$ cat src/dss_pkg.sv
/*
  Shared constants and carrier types of the dual-rail supply sequencer.
  Assumes a single 20 MHz system clock; all rates below derive from it.
*/
package dss_pkg;

  // ----------------------------------------------------------------------
  // Clock and oscillator timing
  // ----------------------------------------------------------------------
  localparam int unsigned CLK_KHZ = 20000;
  localparam int unsigned CLK_PERIOD_NS = 50;
  localparam int unsigned OSC_LOW_KHZ = 333;
  localparam int unsigned OSC_HIGH_KHZ = 500;
  // Whole clocks per oscillator period, rounded down
  localparam logic [7:0] OSC_LOW_PERIOD = 8'(CLK_KHZ / OSC_LOW_KHZ);
  localparam logic [7:0] OSC_HIGH_PERIOD = 8'(CLK_KHZ / OSC_HIGH_KHZ);
  // Minimum off-time, rounded up to whole clocks
  localparam int unsigned MIN_OFF_NS = 300;
  localparam logic [3:0] MIN_OFF_CYC =
    4'((MIN_OFF_NS + CLK_PERIOD_NS - 1) / CLK_PERIOD_NS);

  // ----------------------------------------------------------------------
  // Counts in oscillator cycles (discharge pulse in clocks, SS_STEPS in soft-start levels)
  // ----------------------------------------------------------------------
  localparam int unsigned PG_DELAY_CYCLES = 32000;
  localparam int unsigned UV_ARM_CYCLES = 6144;
  localparam logic [9:0] SS_FULL_COUNT = 10'h200;
  localparam logic [12:0] SS_STEPS = 13'h0005;
  localparam logic [1:0] SKIP_MAX = 2'h3;
  // Length of the momentary discharge pulse, in clocks
  localparam logic [4:0] DISCH_PULSE_CYC = 5'h10;

  // ----------------------------------------------------------------------
  // Order select encoding (three-level pin decoded outside)
  // ----------------------------------------------------------------------
  localparam logic [1:0] ORDER_REF = 2'h0;
  localparam logic [1:0] ORDER_VL = 2'h1;
  localparam logic [1:0] ORDER_GND = 2'h2;

  // ----------------------------------------------------------------------
  // Carrier types
  // ----------------------------------------------------------------------
  typedef struct packed {
    logic in_reg;      // Output in regulation
    logic under;       // Output below 70% of nominal
    logic over;        // Output more than 7% above nominal
    logic cur_lim;     // Sensed current beyond +/-100 mV
    logic pwm_trip;    // Main PWM comparator ends the on-time
    logic reverse_cur; // Current fell through reverse threshold
  } dss_cmp_t;

  typedef struct packed {
    logic high_side;
    logic low_side;
  } dss_drive_t;

  typedef struct packed {
    logic shutdown_n;
    logic master_on_low_rail;
    logic delay_or_on_high_rail;
    logic freq_sel;
    logic forced_pwm;
    logic internal_5v_rail_ok;
    logic input_power_ok;
    logic [1:0] order_select;
  } dss_pins_t;

  typedef enum logic [3:0] {
    DSS_IDLE = 4'h1,
    DSS_ON = 4'h2,
    DSS_MINOFF = 4'h4,
    DSS_WAIT = 4'h8
  } dss_sw_state_t;

endpackage

$ cat src/dss_top.sv
/*
  Digital sequencing and supervision of a two-rail step-down controller:
  oscillator and sync, mode decode, rail ordering, power-good timer,
  latched protection and forced-PWM controls; two rail slices below.
  Assumes pins and analog comparators are asynchronous to clk_in and that
  the three-level order pin arrives decoded as a two-bit code.
*/
`timescale 1ns/1ps
module dss_top import dss_pkg::*; #(
  parameter int unsigned PG_CYCLES = PG_DELAY_CYCLES,
  parameter int unsigned UV_ARM = UV_ARM_CYCLES
) (
  input wire logic clk_in,
  input wire logic arst_n_in,
  input wire logic shutdown_n_in,
  input wire logic master_on_low_rail_in,
  input wire logic delay_or_on_high_rail_in,
  input wire logic freq_sel_in,
  input wire logic forced_pwm_in,
  input wire logic internal_5v_rail_ok_in,
  input wire logic input_power_ok_in,
  input wire logic [1:0] order_select_in,
  input wire dss_cmp_t cmp_low_in,
  input wire dss_cmp_t cmp_high_in,
  output dss_drive_t drive_low_out,
  output dss_drive_t drive_high_out,
  output logic [2:0] ss_step_low_out,
  output logic [2:0] ss_step_high_out,
  output logic rail_low_en_out,
  output logic rail_high_en_out,
  output logic power_good_out,
  output logic delay_discharge_out,
  output logic min_current_cmp_en_out,
  output logic reverse_thresh_shift_out,
  output logic uv_latched_out,
  output logic ov_latched_out
);

  // ----------------------------------------------------------------------
  // Input synchronisers
  // ----------------------------------------------------------------------
  dss_pins_t pins_raw, pins_m, pins;
  dss_cmp_t cmp_low_m, cmp_low, cmp_high_m, cmp_high;

  assign pins_raw = '{shutdown_n: shutdown_n_in,
                      master_on_low_rail: master_on_low_rail_in,
                      delay_or_on_high_rail: delay_or_on_high_rail_in,
                      freq_sel: freq_sel_in,
                      forced_pwm: forced_pwm_in,
                      internal_5v_rail_ok: internal_5v_rail_ok_in,
                      input_power_ok: input_power_ok_in,
                      order_select: order_select_in};

  // Two stages; nothing reads the first stage but the second
  always_ff @(posedge clk_in or negedge arst_n_in) begin
    if (!arst_n_in) begin
      pins_m <= '0;
      pins <= '0;
      cmp_low_m <= '0;
      cmp_low <= '0;
      cmp_high_m <= '0;
      cmp_high <= '0;
    end else begin
      pins_m <= pins_raw;
      pins <= pins_m;
      cmp_low_m <= cmp_low_in;
      cmp_low <= cmp_low_m;
      cmp_high_m <= cmp_high_in;
      cmp_high <= cmp_high_m;
    end
  end

  // ----------------------------------------------------------------------
  // Oscillator divider with sync restart
  // ----------------------------------------------------------------------
  logic [7:0] osc_cnt, next_osc_cnt;
  logic osc_pulse, next_osc_pulse;
  logic sel_prev;
  logic sync_fall;
  logic [7:0] osc_period, next_osc_period;

  assign sync_fall = sel_prev && !pins.freq_sel;

  // Falling select edge starts a fresh cycle at once. Rate is taken only
  // at a cycle start, so a sync clock's high phase cannot end a cycle
  // early; a static change to the high rate waits for the next cycle
  always_comb begin
    next_osc_pulse = sync_fall || (osc_cnt >= osc_period - 8'h01);
    next_osc_cnt = next_osc_pulse ? 8'h00 : osc_cnt + 8'h01;
    next_osc_period = osc_period;
    if (next_osc_pulse) begin
      next_osc_period = pins.freq_sel ? OSC_HIGH_PERIOD : OSC_LOW_PERIOD;
    end
  end

  always_ff @(posedge clk_in or negedge arst_n_in) begin
    if (!arst_n_in) begin
      osc_cnt <= 8'h00;
      osc_pulse <= 1'b0;
      sel_prev <= 1'b0;
      osc_period <= OSC_LOW_PERIOD;
    end else begin
      osc_cnt <= next_osc_cnt;
      osc_pulse <= next_osc_pulse;
      sel_prev <= pins.freq_sel;
      osc_period <= next_osc_period;
    end
  end

  // ----------------------------------------------------------------------
  // Mode decode and rail ordering
  // ----------------------------------------------------------------------
  logic in_shutdown, order_ref, standby, delay_done;
  logic next_en_low, next_en_high, en_low, en_high;

  assign in_shutdown = !pins.shutdown_n;
  // Unused code 2'h3 behaves as the reference setting
  assign order_ref = (pins.order_select != ORDER_VL) && (pins.order_select != ORDER_GND);
  assign delay_done = pins.delay_or_on_high_rail;
  assign standby = !in_shutdown && !pins.master_on_low_rail
                   && !(order_ref && pins.delay_or_on_high_rail);

  always_comb begin
    if (in_shutdown) begin
      next_en_low = 1'b0;
      next_en_high = 1'b0;
    end else if (order_ref) begin
      next_en_low = pins.master_on_low_rail;
      next_en_high = pins.delay_or_on_high_rail;
    end else if (pins.order_select == ORDER_VL) begin
      next_en_low = pins.master_on_low_rail;
      next_en_high = pins.master_on_low_rail && delay_done;
    end else begin
      next_en_high = pins.master_on_low_rail;
      next_en_low = pins.master_on_low_rail && delay_done;
    end
  end

  // ----------------------------------------------------------------------
  // Delay pin discharge
  // ----------------------------------------------------------------------
  logic [4:0] disch_cnt, next_disch_cnt;
  logic shutdown_n_prev;
  logic next_discharge, discharge;

  // Pulse also covers the first clocks after reset so a charged
  // timing capacitor cannot skip the inter-rail delay
  always_comb begin
    next_disch_cnt = disch_cnt;
    if (in_shutdown && !shutdown_n_prev) begin
      next_disch_cnt = DISCH_PULSE_CYC;
    end else if (disch_cnt != 5'h00) begin
      next_disch_cnt = disch_cnt - 5'h01;
    end
    next_discharge = standby || (next_disch_cnt != 5'h00);
  end

  always_ff @(posedge clk_in or negedge arst_n_in) begin
    if (!arst_n_in) begin
      disch_cnt <= DISCH_PULSE_CYC;
      shutdown_n_prev <= 1'b0;
      discharge <= 1'b1;
      en_low <= 1'b0;
      en_high <= 1'b0;
    end else begin
      disch_cnt <= next_disch_cnt;
      shutdown_n_prev <= in_shutdown;
      discharge <= next_discharge;
      en_low <= next_en_low;
      en_high <= next_en_high;
    end
  end

  // ----------------------------------------------------------------------
  // Protection latches and power-good timer
  // ----------------------------------------------------------------------
  logic uv_latch, next_uv_latch, ov_latch, next_ov_latch;
  logic armed_low, armed_high, latch_clear, uv_set, ov_set;
  logic mon_ok, pg, next_pg;
  logic [14:0] pg_cnt, next_pg_cnt;
  logic fpwm, next_fpwm;

  assign latch_clear = in_shutdown || !pins.master_on_low_rail
                       || !pins.input_power_ok;
  assign uv_set = !in_shutdown && ((armed_low && cmp_low.under)
                  || (armed_high && cmp_high.under));
  assign ov_set = !in_shutdown && (cmp_low.over || cmp_high.over);
  assign mon_ok = !in_shutdown && cmp_low.in_reg
                  && (order_ref || cmp_high.in_reg);

  // A fault in the clearing cycle still latches, except in shutdown
  always_comb begin
    next_uv_latch = uv_set || (uv_latch && !latch_clear);
    next_ov_latch = ov_set || (ov_latch && !latch_clear);
    next_pg_cnt = pg_cnt;
    if (!mon_ok) begin
      next_pg_cnt = 15'h0000;
    end else if (osc_pulse && pg_cnt != 15'(PG_CYCLES)) begin
      next_pg_cnt = pg_cnt + 15'h0001;
    end
    next_pg = mon_ok && (pg_cnt == 15'(PG_CYCLES));
    next_fpwm = pins.forced_pwm;
  end

  always_ff @(posedge clk_in or negedge arst_n_in) begin
    if (!arst_n_in) begin
      uv_latch <= 1'b0;
      ov_latch <= 1'b0;
      pg_cnt <= 15'h0000;
      pg <= 1'b0;
      fpwm <= 1'b0;
    end else begin
      uv_latch <= next_uv_latch;
      ov_latch <= next_ov_latch;
      pg_cnt <= next_pg_cnt;
      pg <= next_pg;
      fpwm <= next_fpwm;
    end
  end

  // ----------------------------------------------------------------------
  // Rail slices
  // ----------------------------------------------------------------------
  logic clamp, hold_low;

  assign clamp = uv_latch || ov_latch;
  // In shutdown, without the internal supply the drivers cannot be held up
  assign hold_low = !in_shutdown || pins.internal_5v_rail_ok;

  dss_rail #(.UV_ARM(UV_ARM)) u_rail_low (
    .clk_in(clk_in),
    .arst_n_in(arst_n_in),
    .enable_in(en_low),
    .osc_pulse_in(osc_pulse),
    .clamp_in(clamp),
    .hold_low_in(hold_low),
    .cmp_in(cmp_low),
    .drive_out(drive_low_out),
    .ss_step_out(ss_step_low_out),
    .uv_armed_out(armed_low)
  );

  dss_rail #(.UV_ARM(UV_ARM)) u_rail_high (
    .clk_in(clk_in),
    .arst_n_in(arst_n_in),
    .enable_in(en_high),
    .osc_pulse_in(osc_pulse),
    .clamp_in(clamp),
    .hold_low_in(hold_low),
    .cmp_in(cmp_high),
    .drive_out(drive_high_out),
    .ss_step_out(ss_step_high_out),
    .uv_armed_out(armed_high)
  );

  // Outputs
  assign rail_low_en_out = en_low;
  assign rail_high_en_out = en_high;
  assign power_good_out = pg;
  assign delay_discharge_out = discharge;
  assign min_current_cmp_en_out = !fpwm;
  assign reverse_thresh_shift_out = fpwm;
  assign uv_latched_out = uv_latch;
  assign ov_latched_out = ov_latch;
endmodule // dss_top

$ cat src/dss_rail.sv
/*
  One rail's switching, soft-start, dropout skipping and undervoltage arming.
  Assumes comparator inputs already synchronised and a one-clock oscillator
  pulse from the parent.
*/
`timescale 1ns/1ps
module dss_rail import dss_pkg::*; #(
  parameter int unsigned UV_ARM = UV_ARM_CYCLES
) (
  input wire logic clk_in,
  input wire logic arst_n_in,
  input wire logic enable_in,
  input wire logic osc_pulse_in,
  input wire logic clamp_in,
  input wire logic hold_low_in,
  input wire dss_cmp_t cmp_in,
  output dss_drive_t drive_out,
  output logic [2:0] ss_step_out,
  output logic uv_armed_out
);

  // ----------------------------------------------------------------------
  // State
  // ----------------------------------------------------------------------
  dss_sw_state_t state, next_state;
  logic [3:0] off_cnt, next_off_cnt;
  logic [1:0] skip_cnt, next_skip_cnt;
  logic pend, next_pend;
  logic [9:0] ss_cnt, next_ss_cnt;
  logic [12:0] arm_cnt, next_arm_cnt;
  logic ls, next_ls;
  logic [12:0] ss_prod;
  logic run;

  assign run = enable_in && !clamp_in;
  // Step = count*5/512, so level reaches 5 exactly at 512 oscillator cycles
  assign ss_prod = {3'h0, ss_cnt} * SS_STEPS;
  assign ss_step_out = ss_prod[11:9];
  assign uv_armed_out = (arm_cnt == 13'(UV_ARM));
  // One driver for the whole struct; separate field drivers split a variable
  assign drive_out = '{high_side: (state == DSS_ON), low_side: ls};

  // Switching cycle, dropout skip and soft-start/arming counters
  always_comb begin
    next_state = state;
    next_off_cnt = off_cnt;
    next_skip_cnt = skip_cnt;
    next_pend = pend;
    next_ss_cnt = ss_cnt;
    next_arm_cnt = arm_cnt;
    if (!enable_in) begin
      next_ss_cnt = 10'h000;
      next_arm_cnt = 13'h0000;
    end else if (osc_pulse_in) begin
      if (ss_cnt != SS_FULL_COUNT) begin
        next_ss_cnt = ss_cnt + 10'h001;
      end
      if (!uv_armed_out) begin
        next_arm_cnt = arm_cnt + 13'h0001;
      end
    end
    case (state)
      DSS_IDLE: begin
        next_skip_cnt = 2'h0;
        if (run && osc_pulse_in) begin
          next_state = DSS_ON;
        end
      end
      DSS_ON: begin
        if (!run) begin
          next_state = DSS_IDLE;
        end else if (cmp_in.cur_lim || cmp_in.pwm_trip) begin
          next_state = DSS_MINOFF;
          next_off_cnt = 4'h0;
          next_pend = 1'b0;
        end else if (osc_pulse_in) begin
          // Still low and no current limit: stretch the on-time
          if (!cmp_in.in_reg && skip_cnt != SKIP_MAX) begin
            next_skip_cnt = skip_cnt + 2'h1;
          end else begin
            next_state = DSS_MINOFF;
            next_off_cnt = 4'h0;
            next_pend = 1'b1;
          end
        end
      end
      DSS_MINOFF: begin
        // Clock edges arriving here are remembered, not dropped
        if (osc_pulse_in) begin
          next_pend = 1'b1;
        end
        if (!run) begin
          next_state = DSS_IDLE;
        end else if (off_cnt == MIN_OFF_CYC - 4'h1) begin
          next_state = DSS_WAIT;
        end else begin
          next_off_cnt = off_cnt + 4'h1;
        end
      end
      DSS_WAIT: begin
        if (!run) begin
          next_state = DSS_IDLE;
        end else if (osc_pulse_in || pend) begin
          next_state = DSS_ON;
          next_skip_cnt = 2'h0;
          next_pend = 1'b0;
        end
      end
      default: next_state = DSS_IDLE;
    endcase
    // Low side: clamp wins, then hold when disabled, else on in DSS_MINOFF and DSS_WAIT unless reverse current
    if (clamp_in) begin
      next_ls = 1'b1;
    end else if (!enable_in) begin
      next_ls = hold_low_in;
    end else begin
      next_ls = (next_state != DSS_ON) && (next_state != DSS_IDLE) && !cmp_in.reverse_cur;
    end
  end

  // Registers
  always_ff @(posedge clk_in or negedge arst_n_in) begin
    if (!arst_n_in) begin
      state <= DSS_IDLE;
      off_cnt <= 4'h0;
      skip_cnt <= 2'h0;
      pend <= 1'b0;
      ss_cnt <= 10'h000;
      arm_cnt <= 13'h0000;
      ls <= 1'b0;
    end else begin
      state <= next_state;
      off_cnt <= next_off_cnt;
      skip_cnt <= next_skip_cnt;
      pend <= next_pend;
      ss_cnt <= next_ss_cnt;
      arm_cnt <= next_arm_cnt;
      ls <= next_ls;
    end
  end
endmodule // dss_rail

$ cat config.mk
export PLATFORM = sky130hd
export DESIGN_NAME = dss_top
export DESIGN_NICKNAME = d
export VERILOG_FILES = /design/src/dss_pkg.sv /design/src/dss_top.sv /design/src/dss_rail.sv
export SDC_FILE = /design/constraint.sdc
export NUM_CORES = 1
export LEC_CHECK = 0
export BUFFER_PORTS_ARGS = -buffer_cell sky130_fd_sc_hd__clkbuf_2
export CAP_MARGIN = 10
export CELL_PAD_IN_SITES_DETAIL_PLACEMENT = 1
export CELL_PAD_IN_SITES_GLOBAL_PLACEMENT = 2
export CORE_ASPECT_RATIO = 1.1
export CORE_MARGIN = 4
export CORE_UTILIZATION = 43
export DETAILED_ROUTE_END_ITERATION = 10
export PLACE_DENSITY = 0.88
export SLEW_MARGIN = 20
export SYNTH_ARGS = -nofsm -noshare
export SYNTH_HDL_FRONTEND = slang
export SYNTH_SLANG_ARGS = --single-unit
$ cat constraint.sdc
create_clock -name clk_in -period 6.4 [get_ports clk_in]
set_input_delay 0.96 -clock clk_in [delete_from_list [all_inputs] [get_ports clk_in]]
set_output_delay 0.96 -clock clk_in [all_outputs]
set_load 0.005 [all_outputs]
==> results.py <==
metrics = {
    "grt": {
        "grt_max_degree": 112,
        "grt_overflow_total": 0,
        "track_usage_pct": 18.66,
        "antenna_found_initial": 0,
        "grt_pass1_wl_um": 30260,
        "grt_pass1_vias": 6258,
    },
    "synthesis": {
        "synth_flop_cell": "dfrtp_1",
        "avgSynthCellArea_um2": 10.11,
        "yosysWarnings": 0,
        "synthDominantCellAreaShare_pct": 48.39,
        "syn_nets": 820,
        "synthCells": 747,
        "yosysUniqueCellTypes": 69,
        "ys_seq_area_share_pct": 50.13,
        "netlist_area_um2": 7550,
        "synthTopCellsByArea": "dfrtp_1, ha_1, nor2_1, xor2_1, xnor2_1",
        "synth-edff-count": 0,
        "ys_ff_latch": 151,
        "yosys.area.top_type": "dfrtp_1",
        "synthArstFlopShare_pct": 100.0,
    },
    "sta": {
        "period_minus_slack_ns": 3.595,
        "tns_ns": 0,
        "drv_slew": 0,
        "finClkSkew_ns": 0.005966,
        "tightestPinTransition_ns": 0.8814,
        "fin_crit_sh_pct": 56.17,
        "fmax_mhz": 278.2,
        "slew-limit-headroom_pct": 41.24,
        "setup_violations": 0,
        "final-hold-violation-count": 0,
        "rsz0062_at_grt": "false",
    },
    "clocking": {
        "clockBufferDepth": 2,
        "cts_hold_buf": 0,
        "h-tree-depth": 4,
        "clk_pin_slew_ns": 0.06,
        "ctsResizeCount": 0,
        "cts-buffers-inserted": 17,
        "clk_latency_ns": 0.42,
        "clock-sinks": 151,
        "cts_setup_buffers": 0,
        "cts_root_buf": "clkbuf_16",
        "tritoncts": "done",
    },
    "detailed_routing": {
        "drc": 0,
        "drtAntennaViolNets": 0,
        "routed_via_density": 5.506,
        "routed_wl_um": 17760,
        "vias": 5666,
        "first_iter_violations": 303,
        "dr.pass1.iters": 4,
        "wire_per_inst_um": 17.26,
    },
    "layout": {
        "antennaDiodeCount": 0,
        "synthToLayoutAreaGrowth_pct": 12.81,
        "final_cells": 1029,
        "multiInputGateArea_um2": 3507,
        "final-seq-area_um2": 3785,
        "fillers": 1926,
        "nNetsFinal": 855,
        "drive_above_1_share_pct": 10.82,
        "design_area_um2": 8517,
    },
    "worst_hold_path": {
        "min_from": "cmp_high_m[2]",
        "hold_class": "reg -> reg",
        "whs_endpoint": "cmp_high[2]",
        "min_path_cells": 0,
    },
    "critical_path": {
        "worst-endpoint-arrival_ns": 2.63,
        "required_ns": 5.44,
        "slowest_stage": "dfrtp_1",
        "r2r_slack_ns": 3.91,
        "critPathKind": "reg -> out",
        "max_stage_delay_ns": 0.46,
        "cp-start-kind": "flop",
        "reg2reg_to": "u_rail_low.arm_cnt[12]",
        "cp.buffers_inverters": 1,
        "r2r_start": "u_rail_low.arm_cnt[1]",
        "rr_worst_depth": 7,
        "path_cells": "ha_1, ha_1, a21oi_1, nand2b_1, o2111ai_1, a21oi_1, xnor2_1, clkbuf_2",
        "critPathMaxFanout": 6,
        "crit_path_end_kind": "output port",
        "path_delay_family": "adder cells",
    },
    "outcome": {
        "outcome": "finished, final reports clean",
    },
    "power": {
        "p_seq_share_pct": 47.7,
        "ir_drop_v": 0.0002230,
        "power_density_nw_per_um2": 255.9,
        "combinationalPowerShare_pct": 8.1,
        "p_clk_share_pct": 44.2,
        "p_leak_uw": 0.003851,
        "p_int_uw": 1621,
        "netSwitchingFraction_pct": 25.61,
        "p_switching_uw": 558.2,
        "report.power.total_uw": 2179,
    },
    "floorplan": {
        "ios": 41,
        "die_x_um": 134.3,
        "start_util_pct": 44.04,
        "rows": 50,
        "coreArea_um2": 17140,
        "die_area_um2": 19740,
        "die-height_um": 147.0,
    },
    "job": {
        "drv_cap": 0,
    },
    "placement": {
        "dpl.hpwl_um": 12540,
        "port_buffers": 40,
        "dpl-instance-area_um2": 7949,
        "dp.cells": 997,
        "gp_congestion": 0.8738,
    },
}
[sequential cells by signal, summed over array words and instances, names as in the netlist, 4 cells and up]
name and cells:
u_rail_low.state 4, u_rail_low.arm_cnt 13, disch_cnt 5, u_rail_high.arm_cnt 13, cmp_high 6, cmp_low 6, u_rail_low.ss_cnt 10, pins 7
pins_m 9, u_rail_high.state 4, cmp_high_m 6, u_rail_high.ss_cnt 10, pg_cnt 15, cmp_low_m 6, osc_cnt 8, u_rail_low.off_cnt 4
u_rail_high.off_cnt 4
[synthesized netlist by cell type (2+ instances only)]
cell         n
a2bb2oi_1    2
and4_1       5
dfstp_2      5
nand2b_1    11
o31a_1       2
buf_2        5
a31oi_1      6
nor4bb_1     2
o211ai_1     4
clkbuf_1    18
a21o_1       5
xnor2_1     27
o22ai_1      6
nand4_1     22
nor3_1      15
nor2_1      96
o21a_1       5
o21ai_0     23
or4_1        5
nand3b_1     3
o31ai_1      4
or3_1       16
o21ai_1     14
nor4b_1      4
a211o_1      3
and2_1       6
a211oi_1     3
and3_1      14
dfrtp_1    146
mux2i_1      3
nor4_1       4
buf_4        2
a311oi_1     2
xor2_1      29
inv_1       35
nor2b_1      7
a21oi_1     29
o2111ai_1    3
or4b_1       3
nand2_1     46
ha_1        50
nor3b_1      3
nand3_1     26
or3b_1       3
[power groups by stage]
stage                     registers (uW)  logic (uW)  clock network, uW
after floorplan                     1040         117                  0
after global placement              1050         162                  0
after detailed placement            1060         177                  0
after CTS                           1040         181                993
after global routing                1050         197               1030
final                               1040         176                963
[worst register-to-register path, delay by kind of cell, from the launching register on]
family          cells  cell delay, ns
simple gates        1            0.43
compound gates      4            1.31
fa+ha+maj           1            0.16
flops               1            0.40
buf+inv             1            0.10
[cells in the final DEF (no fill, tap or decap), types with 4 or more instances in the layout]
cell,instances
inv_6,4
a31oi_1,6
o211ai_1,4
dfrtp_1,146
or4_1,5
clkbuf_2,39
o31ai_1,4
clkbuf_16,17
or3_1,16
xor2_1,29
a21oi_1,29
nor2_1,96
and2_1,6
o21a_1,5
o22ai_1,6
o21ai_0,23
nand4_1,22
nor2b_1,7
nor4_1,4
nand2b_1,11
ha_1,50
dfstp_2,5
nand3_1,26
and4_1,5
xnor2_1,27
and3_1,14
nor4b_1,4
a21o_1,5
nor3_1,15
o21ai_1,14
nand2_1,46
inv_1,35
[per-layer routing]
layer  global-route usage [%]  up-vias  part of all wire, %
met3                    3.322       23                  2.5
met4                    5.906        0                  1.5
met5                        0        -                    0
met2                    33.95       72                   53
met1                    22.30     2881                   43
li1                         -     2690                    -
[logic make-up (layout without fill, tap and decap cells)]
| family | count (synthesis) | count (layout) | synth area share, % |
|---|---|---|---|
| DFF | 151 | 151 | 50.13 |
| other | 1 | 1 | 0.04967 |
| adders and majority gates | 50 | 50 | 8.286 |
| muxes | 5 | 5 | 0.6961 |
| AOI/OAI and AO/OA | 126 | 126 | 10.92 |
| xor gates and xnor gates | 56 | 56 | 6.497 |
| and+or+nand+nor | 295 | 295 | 20.00 |
| buffers and inverters | 63 | 111 | 3.414 |
[how the worst max path moves through the flow]
| stage | startpoint | end | slack, ns | cells after the start |
|---|---|---|---|---|
| global placement | u_rail_high.ss_cnt[4] | ss_step_high_out[2] | 3.40 | 7 |
| finish | u_rail_high.ss_cnt[6] | ss_step_high_out[2] | 2.81 | 8 |
| detailed placement | u_rail_high.ss_cnt[6] | ss_step_high_out[2] | 3.27 | 8 |
| global route | u_rail_high.ss_cnt[6] | ss_step_high_out[2] | 2.62 | 8 |
| floorplan | u_rail_high.ss_cnt[6] | ss_step_high_out[2] | 3.63 | 7 |
| CTS | u_rail_high.ss_cnt[6] | ss_step_high_out[2] | 2.79 | 8 |
[stage by stage]
step	hold WS [ns]	worst slack (ns)	utilization [%]
global route	0.3532	2.621	49.69
finish	0.3472	2.805	49.69
detailed placement	0.3364	3.270	46.37
CTS	0.3501	2.785	49.67
floorplan	0.3312	3.631	-
global placement	0.3323	3.400	46.37
[layout make-up]
| type | instances | area share (%) |
|---|---|---|
| inverter | 36 | 1.587 |
| tap | 234 | 3.438 |
| sequential | 151 | 44.44 |
| clock buffer | 20 | 5.245 |
| multi-input combinational | 533 | 41.18 |
| timing repair buffer | 43 | 2.718 |
| clock inverter | 12 | 1.396 |
Note: power is estimated with default switching activity, not from simulation.
